### src/rtl/osrc_consts.svh
`ifndef OSRC_CONSTS_SVH
`define OSRC_CONSTS_SVH

// register offsets (12-bit register address space)
`define OSRC_A_SPCFG 12'h000
`define OSRC_A_DRV0 12'h0f0
`define OSRC_A_DRVN 12'h0fb
`define OSRC_A_DIV0 12'h190
`define OSRC_A_PH0 12'h191
`define OSRC_A_DSYNC 12'h230
`define OSRC_A_XFER 12'h232
// channel registers repeat every three addresses
`define OSRC_CH_STRIDE 12'h003

// serial port config fields
`define OSRC_SR_HI 5
`define OSRC_SR_LO 2
// distribution sync control fields
`define OSRC_DS_SOFT 0
`define OSRC_DS_PD 1
// register transfer control field
`define OSRC_XF_UPD 0
// output driver control fields
`define OSRC_DRV_PD 0
`define OSRC_DRV_INV 1
`define OSRC_DRV_INVB 2
`define OSRC_DRV_SE 3
`define OSRC_DRV_EN_A 5
`define OSRC_DRV_EN_B 6
// phase register fields
`define OSRC_PH_IGN 5
`define OSRC_PH_SH 4

// on-chip default values
`define OSRC_SPCFG_RST 8'h00
`define OSRC_DRV_RST 8'h00
`define OSRC_DIV_RST 8'h00
`define OSRC_PH_RST 8'h00
`define OSRC_DSYNC_RST 8'h00

// timing, clock is the channel divider input at 20 MHz
`define OSRC_CLK_KHZ 20000
`define OSRC_CLK_PERIOD_NS 50
`define OSRC_SYNC_PIPE_CYC 4'hc
`define OSRC_POR_WAIT_MS 70
`define OSRC_NVM_WAIT_MS 20
`define OSRC_HW_WAIT_NS 2000
`define OSRC_POR_WAIT_CYC (`OSRC_POR_WAIT_MS * `OSRC_CLK_KHZ)
`define OSRC_NVM_WAIT_CYC (`OSRC_NVM_WAIT_MS * `OSRC_CLK_KHZ)
`define OSRC_HW_WAIT_CYC (`OSRC_HW_WAIT_NS / `OSRC_CLK_PERIOD_NS)

`endif

### src/rtl/osrc_pkg.sv
package osrc_pkg;
  // one register byte
  typedef logic [7:0] osrc_byte_t;
  // restore sequencer: idle, pin reset, soft reset, settle wait
  typedef enum logic [1:0] {
    RS_IDLE,
    RS_HARD,
    RS_SOFT,
    RS_WAIT
  } osrc_rst_state_t;
endpackage

### src/rtl/osrc_sync2.sv
// two-stage synchroniser for the three active-low request pins
module osrc_sync2 (
  input wire logic clk_i,
  input wire logic srst_i,
  input wire logic [2:0] async_i,
  output logic [2:0] sync_o
);
  // first stage, read only by the second stage
  logic [2:0] meta;

  // idle level of an active-low pin is high
  always_ff @(posedge clk_i) begin
    if (srst_i) begin
      meta <= 3'h7;
      sync_o <= 3'h7;
    end else begin
      meta <= async_i;
      sync_o <= meta;
    end
  end
endmodule

### src/rtl/osrc_top.sv
// Notes on behaviour
// - align pin low then high performs sync
// - soft sync, reset mirror, distribution pd sync
// - soft sync bits apply on update-all write
// - calibration in progress holds sync
// - reset or sleep pin pulse also syncs
// - outputs start 16-17 cycles after release
// - release resolved with one cycle uncertainty
// - included channels hold static preset level
// - new phase applies only after a sync
// - excluded channels keep toggling through sync
// - channel sync state drives all three drivers
// - per-output polarity and power-down
// - single-ended mode auto-enables both outputs
// - disabled single-ended driver is tristated
// - power-on restores by boot pin, then syncs
// - reset pin restores, syncs, waits 2us/20ms
// - both soft reset bits reset the chip
// - soft reset keeps config register except bits
// - outputs static during internal soft reset
// - soft bits clear after one more serial clock
// - delay phi, or phi-16+M+1 above fifteen
`include "osrc_consts.svh"
module osrc_top
  import osrc_pkg::*;
#(
  parameter int unsigned POR_WAIT_CYC = `OSRC_POR_WAIT_CYC,
  parameter int unsigned NVM_WAIT_CYC = `OSRC_NVM_WAIT_CYC
) (
  input wire logic clk_i,
  input wire logic srst_i,
  input wire logic align_req_n_i,
  input wire logic reset_req_n_i,
  input wire logic sleep_request_n_i,
  input wire logic boot_src_i,
  input wire logic cal_busy_i,
  input wire logic sclk_tick_i,
  input wire logic reg_we_i,
  input wire logic reg_re_i,
  input wire logic [11:0] reg_addr_i,
  input wire logic [7:0] reg_wdata_i,
  output logic [7:0] reg_rdata_o,
  output logic [11:0] drv_o,
  output logic [11:0] drv_oe_o,
  output logic [11:0] cmos_a_o,
  output logic [11:0] cmos_a_oe_o,
  output logic [11:0] cmos_b_o,
  output logic [11:0] cmos_b_oe_o,
  output logic sync_busy_o,
  output logic restore_busy_o,
  output logic restore_nvm_o
);
  // synchronised pins: bit0 align, bit1 reset, bit2 sleep
  logic [2:0] pins_s;
  logic align_n_s;
  logic reset_n_s;
  logic sleep_n_s;
  // register file
  osrc_byte_t spcfg;
  osrc_byte_t drv [12];
  osrc_byte_t div_cfg [4];
  osrc_byte_t ph_cfg [4];
  osrc_byte_t dsync_buf;
  osrc_byte_t dsync;
  osrc_byte_t rd_val;
  // restore sequencer
  osrc_rst_state_t rst_state;
  logic [20:0] rcnt;
  logic boot_lat;
  logic restore_now;
  logic soft_busy;
  logic sr_active;
  // sync sequencing
  logic hold_src;
  logic [3:0] pipe_cnt;
  logic sync_busy;
  logic [3:0] hold_ch;
  logic awake;
  // channel divider state
  logic [3:0] ch_lvl;
  logic [3:0] ch_run;
  logic [3:0] ch_cnt [4];
  logic [5:0] ch_dly [4];
  // assertion helper: cycles since last hold request
  logic [4:0] rel_age;

  osrc_sync2 u_sync (
    .clk_i(clk_i),
    .srst_i(srst_i),
    .async_i({sleep_request_n_i, reset_req_n_i, align_req_n_i}),
    .sync_o(pins_s)
  );
  assign align_n_s = pins_s[0];
  assign reset_n_s = pins_s[1];
  assign sleep_n_s = pins_s[2];

  // both soft reset bits request chip reset
  assign sr_active = spcfg[`OSRC_SR_HI] & spcfg[`OSRC_SR_LO];
  // driver, channel and sync registers fall back to defaults while a reset is applied
  assign restore_now = (rst_state == RS_HARD) | (rst_state == RS_SOFT);
  assign soft_busy = (rst_state == RS_SOFT);
  // outputs stay off while asleep or distribution is powered down
  assign awake = sleep_n_s & ~dsync[`OSRC_DS_PD];

  // restore sequencer and settle counter
  always_ff @(posedge clk_i) begin
    if (srst_i) begin
      rst_state <= RS_WAIT;
      rcnt <= 21'(POR_WAIT_CYC);
    end else begin
      case (rst_state)
        RS_IDLE: begin
          if (!reset_n_s) begin
            rst_state <= RS_HARD;
          end else if (sr_active) begin
            rst_state <= RS_SOFT;
          end
        end
        RS_HARD: begin
          // settle time depends on restore source
          if (reset_n_s) begin
            rst_state <= RS_WAIT;
            rcnt <= boot_src_i ? 21'(NVM_WAIT_CYC)
                               : 21'(`OSRC_HW_WAIT_CYC);
          end
        end
        RS_SOFT: begin
          // held here until the bits self-clear
          if (!reset_n_s) begin
            rst_state <= RS_HARD;
          end else if (!sr_active) begin
            rst_state <= RS_WAIT;
            rcnt <= boot_src_i ? 21'(NVM_WAIT_CYC)
                               : 21'(`OSRC_HW_WAIT_CYC);
          end
        end
        RS_WAIT: begin
          if (!reset_n_s) begin
            rst_state <= RS_HARD;
          end else if (rcnt == 21'h0) begin
            rst_state <= RS_IDLE;
          end else begin
            rcnt <= rcnt - 21'h1;
          end
        end
        default: begin
          rst_state <= RS_IDLE;
        end
      endcase
    end
  end

  // restore source seen at the last reset, for status only
  always_ff @(posedge clk_i) begin
    if (srst_i) begin
      boot_lat <= boot_src_i;
    end else if (restore_now) begin
      boot_lat <= boot_src_i;
    end
  end

  // serial port config, survives soft reset apart from its two bits
  always_ff @(posedge clk_i) begin
    if (srst_i || rst_state == RS_HARD) begin
      spcfg <= `OSRC_SPCFG_RST;
    end else if (reg_we_i && reg_addr_i == `OSRC_A_SPCFG) begin
      // a fresh write wins over the self-clear
      spcfg <= reg_wdata_i;
    end else if (soft_busy && sclk_tick_i) begin
      // only the soft reset bits clear
      spcfg[`OSRC_SR_HI] <= 1'b0;
      spcfg[`OSRC_SR_LO] <= 1'b0;
    end
  end

  // output driver control registers
  always_ff @(posedge clk_i) begin
    for (int i = 0; i < 12; i++) begin
      if (srst_i || restore_now) begin
        drv[i] <= `OSRC_DRV_RST;
      end else if (reg_we_i &&
                   reg_addr_i == `OSRC_A_DRV0 + 12'(i)) begin
        drv[i] <= reg_wdata_i;
        // entering single-ended turns on A and B
        if (reg_wdata_i[`OSRC_DRV_SE] && !drv[i][`OSRC_DRV_SE]) begin
          drv[i][`OSRC_DRV_EN_A] <= 1'b1;
          drv[i][`OSRC_DRV_EN_B] <= 1'b1;
        end
      end
    end
  end

  // channel divide and phase registers
  always_ff @(posedge clk_i) begin
    for (int c = 0; c < 4; c++) begin
      if (srst_i || restore_now) begin
        div_cfg[c] <= `OSRC_DIV_RST;
        ph_cfg[c] <= `OSRC_PH_RST;
      end else if (reg_we_i) begin
        if (reg_addr_i == `OSRC_A_DIV0 + 12'(c) * `OSRC_CH_STRIDE) begin
          div_cfg[c] <= reg_wdata_i;
        end else if (reg_addr_i ==
                     `OSRC_A_PH0 + 12'(c) * `OSRC_CH_STRIDE) begin
          ph_cfg[c] <= reg_wdata_i;
        end
      end
    end
  end

  // distribution sync control: buffered, applied on transfer
  always_ff @(posedge clk_i) begin
    if (srst_i || restore_now) begin
      dsync_buf <= `OSRC_DSYNC_RST;
      dsync <= `OSRC_DSYNC_RST;
    end else begin
      if (reg_we_i && reg_addr_i == `OSRC_A_DSYNC) begin
        dsync_buf <= reg_wdata_i;
      end
      // both set and clear need the update write
      if (reg_we_i && reg_addr_i == `OSRC_A_XFER &&
          reg_wdata_i[`OSRC_XF_UPD]) begin
        dsync <= dsync_buf;
      end
    end
  end

  // read decode; unknown and write-only addresses read zero
  always_comb begin
    rd_val = 8'h00;
    if (reg_addr_i == `OSRC_A_SPCFG) begin
      rd_val = spcfg;
    end else if (reg_addr_i == `OSRC_A_DSYNC) begin
      rd_val = dsync_buf;
    end else begin
      for (int i = 0; i < 12; i++) begin
        if (reg_addr_i == `OSRC_A_DRV0 + 12'(i)) begin
          rd_val = drv[i];
        end
      end
      for (int c = 0; c < 4; c++) begin
        if (reg_addr_i == `OSRC_A_DIV0 + 12'(c) * `OSRC_CH_STRIDE) begin
          rd_val = div_cfg[c];
        end else if (reg_addr_i ==
                     `OSRC_A_PH0 + 12'(c) * `OSRC_CH_STRIDE) begin
          rd_val = ph_cfg[c];
        end
      end
    end
  end

  // read data registered one cycle after the strobe
  always_ff @(posedge clk_i) begin
    if (srst_i) begin
      reg_rdata_o <= 8'h00;
    end else if (reg_re_i) begin
      reg_rdata_o <= rd_val;
    end
  end

  // reset and sleep pins also hold the sync
  assign hold_src = ~align_n_s | dsync[`OSRC_DS_SOFT] |
                    dsync[`OSRC_DS_PD] | spcfg[`OSRC_SR_HI] |
                    cal_busy_i | ~sleep_n_s | (rst_state != RS_IDLE);

  // fixed pipeline after release; the pin synchroniser
  always_ff @(posedge clk_i) begin
    if (srst_i || hold_src) begin
      pipe_cnt <= `OSRC_SYNC_PIPE_CYC;
    end else if (pipe_cnt != 4'h0) begin
      pipe_cnt <= pipe_cnt - 4'h1;
    end
  end
  assign sync_busy = hold_src | (pipe_cnt != 4'h0);

  // channel dividers, one per output triplet
  for (genvar c = 0; c < 4; c++) begin : g_ch
    logic [5:0] dly_new;
    assign dly_new = ph_cfg[c][`OSRC_PH_SH] ?
                     ({2'b00, ph_cfg[c][3:0]} +
                      {2'b00, div_cfg[c][7:4]} + 6'h01) :
                     {2'b00, ph_cfg[c][3:0]};
    // every channel static in soft reset
    assign hold_ch[c] = (sync_busy & ~ph_cfg[c][`OSRC_PH_IGN]) |
                        soft_busy;

    // high phase is N+1 cycles, low phase M+1 cycles
    always_ff @(posedge clk_i) begin
      if (srst_i) begin
        ch_lvl[c] <= 1'b0;
        ch_run[c] <= 1'b0;
        ch_cnt[c] <= 4'h0;
        ch_dly[c] <= 6'h00;
      end else if (hold_ch[c]) begin
        // static level from the initial-level bit
        // delay is captured only while held
        ch_lvl[c] <= ph_cfg[c][`OSRC_PH_SH];
        ch_run[c] <= 1'b0;
        ch_cnt[c] <= 4'h0;
        ch_dly[c] <= dly_new;
      end else if (!ch_run[c]) begin
        // phase delay before the first rising edge
        if (ch_dly[c] == 6'h00) begin
          ch_run[c] <= 1'b1;
          ch_lvl[c] <= 1'b1;
          ch_cnt[c] <= div_cfg[c][3:0];
        end else begin
          ch_dly[c] <= ch_dly[c] - 6'h01;
        end
      end else if (ch_cnt[c] == 4'h0) begin
        ch_lvl[c] <= ~ch_lvl[c];
        ch_cnt[c] <= ch_lvl[c] ? div_cfg[c][7:4] : div_cfg[c][3:0];
      end else begin
        ch_cnt[c] <= ch_cnt[c] - 4'h1;
      end
    end
  end

  // output drivers; diff pair off when it is single-ended
  for (genvar j = 0; j < 12; j++) begin : g_drv
    localparam int CH = j / 3;
    // three drivers share one channel level
    // a disabled single-ended output is tristated
    always_ff @(posedge clk_i) begin
      if (srst_i) begin
        drv_o[j] <= 1'b0;
        drv_oe_o[j] <= 1'b0;
        cmos_a_o[j] <= 1'b0;
        cmos_a_oe_o[j] <= 1'b0;
        cmos_b_o[j] <= 1'b0;
        cmos_b_oe_o[j] <= 1'b0;
      end else begin
        drv_o[j] <= ch_lvl[CH] ^ drv[j][`OSRC_DRV_INV];
        drv_oe_o[j] <= awake & ~drv[j][`OSRC_DRV_PD] &
                       ~drv[j][`OSRC_DRV_SE];
        cmos_a_o[j] <= ch_lvl[CH] ^ drv[j][`OSRC_DRV_INV];
        cmos_a_oe_o[j] <= awake & drv[j][`OSRC_DRV_SE] &
                          drv[j][`OSRC_DRV_EN_A];
        cmos_b_o[j] <= ch_lvl[CH] ^ drv[j][`OSRC_DRV_INVB];
        cmos_b_oe_o[j] <= awake & drv[j][`OSRC_DRV_SE] &
                          drv[j][`OSRC_DRV_EN_B];
      end
    end
  end

  // status outputs
  always_ff @(posedge clk_i) begin
    if (srst_i) begin
      sync_busy_o <= 1'b1;
      restore_busy_o <= 1'b1;
      restore_nvm_o <= 1'b0;
    end else begin
      sync_busy_o <= sync_busy;
      restore_busy_o <= (rst_state != RS_IDLE);
      restore_nvm_o <= (rst_state != RS_IDLE) & boot_lat;
    end
  end

  // helper: saturating age of the current release
  always_ff @(posedge clk_i) begin
    if (srst_i || hold_src) begin
      rel_age <= 5'h00;
    end else if (rel_age != 5'h1f) begin
      rel_age <= rel_age + 5'h01;
    end
  end
endmodule

### config.mk
export PLATFORM = sky130hd
export DESIGN_NAME = osrc_top
export DESIGN_NICKNAME = d
export VERILOG_FILES = /design/src/rtl/osrc_pkg.sv /design/src/rtl/osrc_sync2.sv /design/src/rtl/osrc_top.sv
export VERILOG_INCLUDE_DIRS = /design/src /design/src/rtl
export SDC_FILE = /design/constraint.sdc
export NUM_CORES = 1
export LEC_CHECK = 0
export BUFFER_PORTS_ARGS = -buffer_cell sky130_fd_sc_hd__buf_2
export CAP_MARGIN = 15
export CORE_ASPECT_RATIO = 1.4
export CORE_MARGIN = 2
export CORE_UTILIZATION = 50
export CTS_CLUSTER_DIAMETER = 80
export DETAILED_ROUTE_END_ITERATION = 16
export HOLD_SLACK_MARGIN = 0.02
export PLACE_DENSITY = 0.68
export SKIP_LAST_GASP = 1
export SYNTH_ARGS = -nofsm -noshare
export SYNTH_HDL_FRONTEND = slang
export SYNTH_SLANG_ARGS = --single-unit
### constraint.sdc
create_clock -name clk_i -period 3.6 [get_ports clk_i]
set_clock_uncertainty 0.15 [all_clocks]
set_input_delay 0.36 -clock clk_i [delete_from_list [all_inputs] [get_ports clk_i]]
set_output_delay 0.36 -clock clk_i [all_outputs]
set_load 0.02 [all_outputs]
==> out/metrics.cfg, run 1 <==
[outcome]
outcome = complete, no violations

[timing]
finalHoldViolCount = 0
slew_viol_final = 0
rsz0062_at_grt = false
setup_viol = 0
worstMarginPinSlew_ps = 880.7
fin_setup_tns_ps = 0
fin_crit_sh_pct = 79.46
period_minus_slack_ps = 2860
fmax_mhz = 349.6
timing.slew.headroom_pct = 40.54
finalWorstSetupSlack_ps = 739.6
whs_ps = 107.8

[cells_and_area]
final_common_cell = edfxtp_1
register_area_um2 = 8638
stdcell_area_um2 = 18430
layout-drive-gt1-share_pct = 15.00
final_nets = 1727
fin_cells = 2087
final_cell_mix = 201 x edfxtp_1, 165 x nor2_1, 130 x dfxtp_1
multi_input_area_um2 = 6969
area_growth_pct = 13.74
utilization_pct = 57.23
fill_cells = 2768
diodes = 0

[place]
gp_congestion = 0.9876
placed_cells = 2018
io_buffers = 112
placed_cell_area_um2 = 17150
hpwlAfterDp_um = 32540
post-place-ws_ps = 700.2

[setup_path]
cp-end-kind = register
crit_path_max_fanout = 16
cp-start-kind = register
cpPeakStageDelay_ps = 770
crit_family = compound AO/OA/AOI/OAI gates
cp_slowest_cell = a2111oi_0
cp.required_ps = 3870
critPathKind = register to register
cp_num_buf_inv = 1
crit_chain = inv_1 > ha_1 > or3_1 > a2111oi_0 > nand3_1 > xor2_1 > nor2_1
cp.arrival_ps = 3130

[synth]
postSynthAreaPerCell_um2 = 10.36
async_reset_ff_share_pct = 0
synth_edf_count = 201
synthCells = 1564
synth.net_count = 1630
synth_top_area_cell = edfxtp_1
ys_types = 76
syn_area_um2 = 16200
synth_top_area_share_pct = 37.25
ys_ff_latch = 331
seq_area_frac_synth_pct = 53.31
ys.warnings.count = 0
synth_ff_type = edfxtp_1
synthTopCellsByArea = edfxtp_1 37%, dfxtp_1 16%, and2_1 4.1%, nor2_1 3.8%, and3_1 2.9%

[clock_network]
postCtsResizedCells = 0
htreeDepth = 2
cts.sink_count = 331
cts_buffers = 35
cts_setup_buffers = 0
ctsRootBufferMaster = clkbuf_16
cts_tree = yes
clk_pin_slew_ps = 60
cts.path.max_buffers = 3
clock_latency_ps = 520

[floorplan]
die_height_um = 217.0
ioPinCount = 113
dieArea_um2 = 33880
core_um2 = 32210
die_x_um = 156.1
row_count = 78
initial_core_util_pct = 50.31

[global_route]
grt_pass1_vias = 12450
grt_start_max_net_pins = 47
antenna_found_initial = 1
grt_pass1_wl_um = 69600
grt_overflow = 0
track_usage_pct = 26.84

[routing]
num_vias = 12560
wl_per_cell_um = 21.89
routed_wl_um = 45690
vias_per_cell = 6.017
post-route-drc-count = 0
drt_pass1_iterations = 7
drtIter0Drc = 1181
antenna_left = 0

[power]
power.total_mw = 13.77
ir_worst_vdd_mv = 0.5011
leakage_nw = 7.406
pwr_density_cell_nw_per_um2 = 747.3

[job]
drv_cap = 0

[worst_hold_path]
hp-class = input pin to register

==> timing repair <==
action                     in CTS  in global routing
setup endpoints to repair       0                  0
hold endpoints to repair        8                  0
hold buffers                    6                  0
==> synth_stat cells, types with 5 or more instances <==
cell / instances
nor2_1: 166
o22ai_1: 28
a31o_2: 6
ha_1: 32
a21oi_1: 63
and2_1: 105
buf_4: 13
nand2b_1: 12
buf_1: 9
nand2_1: 79
nor3_1: 47
a22oi_1: 13
nor2b_1: 29
a31oi_1: 16
nand3b_1: 6
mux2i_1: 38
o211ai_1: 6
o21ai_0: 66
a311oi_1: 6
a211oi_1: 7
inv_1: 48
xor2_1: 21
a21o_1: 5
nand3_1: 38
a221o_1: 6
dfxtp_1: 130
nor4_1: 8
clkbuf_1: 72
o221ai_1: 13
xnor2_1: 46
o21a_1: 23
nand4b_1: 11
edfxtp_1: 201
a222oi_1: 6
or2_2: 13
o31ai_1: 8
o21ai_1: 8
and3_1: 76
nand4_1: 6
==> layer usage <==
layer  track usage [%]  part of all wire, %  wire (µm)
met1             31.50                   39      17650
met2             48.97                   51      23510
met3             3.345                  5.4       2461
met4             11.68                  4.5       2069
met5                 0                    0          0
==> path summary, 6_finish.rpt <==
check	endpoint	slack, ps	from	cells after the start
max	rcnt[8]	740	rst_state[0]	7
min	rcnt[1]	110	srst_i	2
max reg2reg	rcnt[8]	740	rst_state[0]	7
min reg2reg	u_sync.sync_o[1]	270	u_sync.meta[1]	1
==> area by class of cell <==
class,count,area share [%]
flip-flops and latches,331,46.87
repair buffers,158,4.996
clock buffers,50,5.899
inverters,49,0.9979
multi-input cells,1086,37.81
clock inverters,13,0.7128
well taps,400,2.715
==> report_power, final <==
part           switching (mW)  internal [mW]  leakage [nW]  total [mW]
Clock                    1.50           2.26         0.606        3.76
Combinational            2.33           1.53          3.53        3.86
Sequential              0.875           5.28          3.27        6.15
==> cells by family (layout without fill, tap and decap cells) <==
group,after synthesis,count (layout),synth area share [%]
flops,331,331,53.31
mux,44,44,2.903
buf+inv,147,270,3.737
fa+ha+maj,36,36,2.965
xor+xnor,67,67,3.621
compound gates,309,309,12.65
simple gates,630,630,20.82
==> state kept, by name, summed over array words and instances, names as in the netlist, 12 cells and up <==
signal,count
drv,96
ph_cfg,32
ch_cnt,16
cmos_a_o,12
cmos_a_oe_o,12
rcnt,21
drv_oe_o,12
cmos_b_oe_o,12
ch_dly,24
div_cfg,32
cmos_b_o,12
==> worst reg2reg max path, delay by kind of cell (launching register included) <==
family	cells	cell delay [ps]
xor gates and xnor gates	1	170
DFF	1	390
AOI/OAI and AO/OA	1	770
and+or+nand+nor	3	710
buffers and inverters	1	110
adders and majority gates	1	460
No activity file was read; power rests on OpenSTA's default activity.
==> run 2, diff against run 1 <==
- clock period: 3.6 -> 2.7 ns (I/O delays scaled with it)
==> run 2 against run 1 <==
Against the previous run:
- combinational power grew 38%
- count of clock-buffer cells in the layout shrank 2
- via count grew 2.0%
- design area grew 1.6%
- worst setup slack lost 550 ps
==> out/metrics.cfg, run 2 (same netlist as run 1, synthesis figures left out) <==
[outcome]
outcome = complete, no violations

[timing]
setup_viol = 0
finalWorstSetupSlack_ps = 190.5
rsz0062_at_grt = false
slew_viol_final = 0
fin_crit_sh_pct = 92.95
worstMarginPinSlew_ps = 922.6
period_minus_slack_ps = 2510
fmax_mhz = 398.5
finalHoldViolCount = 0
timing.slew.headroom_pct = 38.50

[power]
ir_worst_vdd_mv = 0.6845
pwr_density_cell_nw_per_um2 = 975.7
leakage_nw = 7.589
power.total_mw = 18.28

[place]
io_buffers = 112
post-place-ws_ps = 130.5
gp_congestion = 1.012
placed_cell_area_um2 = 17520
placed_cells = 2063
hpwlAfterDp_um = 32960

[routing]
antenna_left = 0
wl_per_cell_um = 21.67
vias_per_cell = 6.006
routed_wl_um = 46200
post-route-drc-count = 0
drtIter0Drc = 1157
drt_pass1_iterations = 8
num_vias = 12810

[cells_and_area]
register_area_um2 = 8638
fill_cells = 2706
final_nets = 1773
top_regs = drv (96), div_cfg (32), ph_cfg (32)
stdcell_area_um2 = 18730
final_common_cell = edfxtp_1
diodes = 0
largest_register_ff_count = 96
regMostFlops = drv
multi_input_area_um2 = 6972
final_cell_mix = 201 x edfxtp_1, 165 x nor2_1, 130 x dfxtp_1
area_growth_pct = 15.61
fin_cells = 2132
layout-drive-gt1-share_pct = 16.80

[clock_network]
ctsRootBufferMaster = clkbuf_16
cts_tree = yes
clock_latency_ps = 530
htreeDepth = 2
clk_pin_slew_ps = 60
cts_buffers = 34
cts.path.max_buffers = 3
cts.sink_count = 331

[setup_path]
cp-end-kind = register
crit_path_frequent_cell = nor2_1
cpPeakStageDelay_ps = 450
crit_chain = inv_1 > ha_1 > nor2_1 > buf_12 > nand3_1 > nor2_1 > and2_1
crit_path_max_fanout = 24
cp_slowest_cell = nor2_1
cp-start-kind = register
critPathKind = register to register
cp.arrival_ps = 2750
cp_num_buf_inv = 2
crit_family = simple AND/OR/NAND/NOR gates
cp.required_ps = 2940

[floorplan]
ioPinCount = 113
core_um2 = 32210
die_x_um = 156.1
die_height_um = 217.0
initial_core_util_pct = 50.31
row_count = 78
dieArea_um2 = 33880

[global_route]
grt_overflow = 0
antenna_found_initial = 0
grt_pass1_vias = 12820
grt_start_max_net_pins = 47
grt_pass1_wl_um = 71210
track_usage_pct = 27.36

[job]
drv_cap = 0

[worst_hold_path]
hp-class = input pin to register

run 2: cell count changes in the layout (fill, tap and decap cells not counted), sizes merged:
cell,previous run,this run
dlygate4sd3,6,8
clkbuf,50,48
clkinv,9,8
clkinvlp,1,2
buf,152,197
run 2: area by class of cell:
cell class / instances / share of cell area, %
Clock buffer: 48 / 5.377
Clock inverter: 13 / 0.6813
Inverter: 49 / 0.9818
Multi-Input combinational cell: 1086 / 37.22
Sequential cell: 331 / 46.11
Tap cell: 400 / 2.672
Timing Repair Buffer: 205 / 6.960
run 2: stage by stage:
step / util, % / hold slack (ps) / setup TNS, ps
6_report: 58.17 / 50.57 / 0
5_1_grt: 58.17 / 70.59 / 0
4_1_cts: 58.16 / 35.49 / 0
3_5_place_dp: 54.39 / 250.4 / 0
3_3_place_gp: 54.39 / 259.0 / 0
2_1_floorplan: - / 218.9 / -8324
run 2: power by group:
part | leakage (nW) | total [mW] | switching [mW] | internal, mW
Sequential | 3.27 | 8.18 | 1.15 | 7.04
Combinational | 3.77 | 5.31 | 3.14 | 2.16
Clock | 0.551 | 4.79 | 1.98 | 2.81
run 2: worst paths after layout:
kind,endpoint,depth (start not counted),startpoint,slack [ps]
hold reg to reg,u_sync.sync_o[1],1,u_sync.meta[1],280
setup / recovery,ph_cfg[2][2],7,rst_state[0],190
hold / removal,spcfg[0],3,reg_we_i,50
setup reg to reg,ph_cfg[2][2],7,rst_state[0],190
run 2: layer usage:
layer  track usage, %  part of all wire [%]  vias up
li1                 -                     -     5960
met1            31.57                    38     6192
met2            49.19                    52      495
met3            3.684                   5.4      158
met4            14.22                   5.3        0
met5                0                     0        -
run 2: tightest hold or removal path, delay by kind of cell:
family | cells | cell delay, ps
and+or+nand+nor | 1 | 130
AOI/OAI and AO/OA | 1 | 50
buffers and inverters | 1 | 220
run 2: timing repair:
item | in CTS | in global routing
endpoints found under the hold margin | 16 | 0
buffers inserted | 0 | 0
gates resized for setup | 0 | 2
hold buffers | 8 | 0
setup endpoints to repair | 0 | 6
==> run 3, diff against run 2 <==
- ABC_AREA: unset -> 1
==> run 3 against run 2 <==
Against the previous run:
- cell count up 16%
- worst setup slack lost 79 ps
- die area is 1.1% lower
- synthesized cell count grew 20%
- via count rose by 6.1%
- utilization grew 1.3 points
- sequential power barely moved
- routed wire length is essentially flat
- flip-flop and latch count did not move
- hold slack gained 52 ps
- combinational power fell by 1%
- power is 0.15% lower
==> out/metrics.cfg, run 3 <==
[floorplan]
die_x_um = 155.3
row_count = 77
core_um2 = 31600
die_height_um = 215.8
dieArea_um2 = 33520
initial_core_util_pct = 50.71
ioPinCount = 113

[clock_network]
clock_latency_ps = 520
cts_buffers = 34
clk_pin_slew_ps = 70
cts.sink_count = 331
htreeDepth = 2
ctsRootBufferMaster = clkbuf_16
cts.path.max_buffers = 3
cts_tree = yes

[timing]
rsz0062_at_grt = true
fin_crit_sh_pct = 95.88
timing.slew.headroom_pct = 32.46
slew_viol_final = 0
worstMarginPinSlew_ps = 1012
period_minus_slack_ps = 2589
finalHoldViolCount = 0
fmax_mhz = 386.3
setup_viol = 0

[place]
io_buffers = 112
gp_congestion = 0.9594
hpwlAfterDp_um = 34240
placed_cells = 2405

[cells_and_area]
utilization_pct = 59.49
final_common_cell = nand2_1
final_cell_mix = 379 x nand2_1, 347 x nor2_1, 203 x inv_1
multi_input_area_um2 = 6304
area_growth_pct = 17.33
final_nets = 2126
register_area_um2 = 8638
diodes = 0
largest_register_ff_count = 96
layout-drive-gt1-share_pct = 16.01
fin_cells = 2481
top_regs = drv (96), div_cfg (32), ph_cfg (32)
regMostFlops = drv
fill_cells = 2856

[setup_path]
critPathKind = register to register
worstReg2RegEnd = ch_dly[2][2]
crit_path_max_fanout = 5
reg2reg_slack_ps = 110
r2r_start = rst_state[1]
cp-end-kind = register
worstRegToRegCells = 13
cp.required_ps = 2820
cp.arrival_ps = 2710
crit_start = rst_state[1]
cp-start-kind = register

[power]
p_clk_share_pct = 26.5
intPower_mw = 11.77
pwr-share-comb_pct = 28.7
ir_worst_vdd_mv = 0.6246
p_switching_mw = 6.479
p_sw_share_pct = 35.51
leakage_nw = 7.915
pwr_density_cell_nw_per_um2 = 970.7
seqPwrFrac_pct = 44.8

[synth]
synthTopCellsByArea = edfxtp_1 38%, dfxtp_1 16%, nand2_1 8.9%, nor2_1 8.3%, inv_1 4.8%
ys_ff_latch = 331
postSynthAreaPerCell_um2 = 8.569
yosysMostFrequentCell = nand2_1
ys_types = 50
syn_area_um2 = 16020
netlist_top_cells_count = 379 x nand2_1, 353 x nor2_1, 204 x inv_1
async_reset_ff_share_pct = 0
synth_ff_type = edfxtp_1
synthCells = 1870
synth_top_area_cell = edfxtp_1
synth.net_count = 1936
ys.warnings.count = 0
synth_edf_count = 201
synth_top_area_share_pct = 37.67
seq_area_frac_synth_pct = 53.91

[routing]
num_vias = 13580
drtIter0Drc = 976
routed_wl_um = 46200
wl_per_cell_um = 18.62
antenna_left = 0
post-route-drc-count = 0
vias_per_cell = 5.474
drt_pass1_iterations = 7

[global_route]
grt_start_max_net_pins = 48
antenna_found_initial = 0
grt_pass1_wl_um = 71770
track_usage_pct = 27.76
grt_pass1_vias = 13330
grt_overflow = 0

[outcome]
outcome = complete, no violations

[worst_hold_path]
hp-class = input pin to register
worstHoldStart = reg_we_i
min_delay_path_depth = 5
holdPathEnd = dsync_buf[6]

[job]
drv_cap = 0

-- run 3: changes by cell type in the layout (fill, tap and decap cells not counted), sizes merged, moves of 24 or more --
cell / previous run / this run
and2: 105 / 0
and3: 76 / 3
inv: 50 / 220
mux2i: 38 / 0
nand2: 81 / 381
nand3: 38 / 62
nand4: 6 / 53
nor2: 167 / 364
nor2b: 29 / 0
o21ai: 74 / 115
o22ai: 28 / 3
-- run 3: how the worst max path moves through the flow --
| stage | slack (ps) | cells past startpoint | to |
|---|---|---|---|
| detailed placement | -350 | 20 | reg_rdata_o[1] |
| global route | -80 | 14 | reg_rdata_o[1] |
| CTS | 3 | 13 | ch_dly[2][2] |
| floorplan | 220 | 7 | div_cfg[0][0] |
| finish | 110 | 13 | ch_dly[2][2] |
| global placement | -340 | 20 | reg_rdata_o[1] |
-- run 3: worst max-delay path, stage by stage, from the launching register on --
cell,delay (ps)
dfxtp_1,340
inv_1,100
ha_1,170
nand4_1,150
nor4_4,220
nand2_1,190
nand2_1,100
nand2_1,110
nor2_2,160
inv_1,100
nor2_1,190
inv_1,130
o21ai_0,180
a31oi_1,60
-- run 3: logic make-up (layout without fill, tap and decap cells) --
| kind of cell | Yosys count | after routing | synth area share, % |
|---|---|---|---|
| AO/OA/AOI/OAI | 225 | 225 | 7.886 |
| XOR/XNOR | 50 | 50 | 2.733 |
| adder cells (fa/ha/maj) | 36 | 36 | 2.998 |
| buffers and inverters | 284 | 500 | 7.035 |
| flip-flops | 331 | 331 | 53.91 |
| AND/OR/NAND/NOR | 944 | 944 | 25.44 |
-- run 3: metal layers --
layer	vias up	wire length, µm	GRT usage, %
met4	0	2055	13.49
met2	485	24080	50.25
li1	6547	-	-
met5	-	0	0
met1	6424	17380	32.33
met3	125	2682	3.454
-- run 3: final cells by class --
| class | count | area share, % |
|---|---|---|
| clock inverters | 20 | 0.7986 |
| flip-flops and latches | 331 | 45.95 |
| repair buffers | 216 | 7.307 |
| well taps | 395 | 2.629 |
| multi-input cells | 1255 | 33.53 |
| clock buffers | 42 | 5.357 |
| inverters | 222 | 4.432 |
-- run 3: power groups by stage --
stage                     combinational (mW)  sequential, mW  clock, mW
after floorplan                         3.47            8.12          0
after global placement                  5.01            8.22          0
after detailed placement                5.16            8.26          0
after CTS                               5.22            8.17       4.88
after global routing                    5.85            8.32       5.08
final                                   5.24            8.18       4.83
-- run 3: per-stage QoR --
step                setup WS (ps)  total power, mW  hold WS [ps]  area (µm²)  TNS [ps]
floorplan                   224.3            11.60         218.9       16020         0
global placement           -343.9            13.23         242.5       17460    -729.8
detailed placement         -346.4            13.42         243.7       17460    -896.8
CTS                         3.406            18.27         72.97       18750         0
global route               -79.50            19.25         112.9       18800    -117.1
finish                      111.2            18.25         102.7       18800         0
-- run 3: what timing repair did --
action,4_1_cts,5_1_grt
gates cloned,0,0
hold buffers,13,0
resized for setup,0,11
endpoints found under the hold margin,19,0
setup buffers,0,0
endpoints found under the setup margin,1,52
pin swaps,1,3
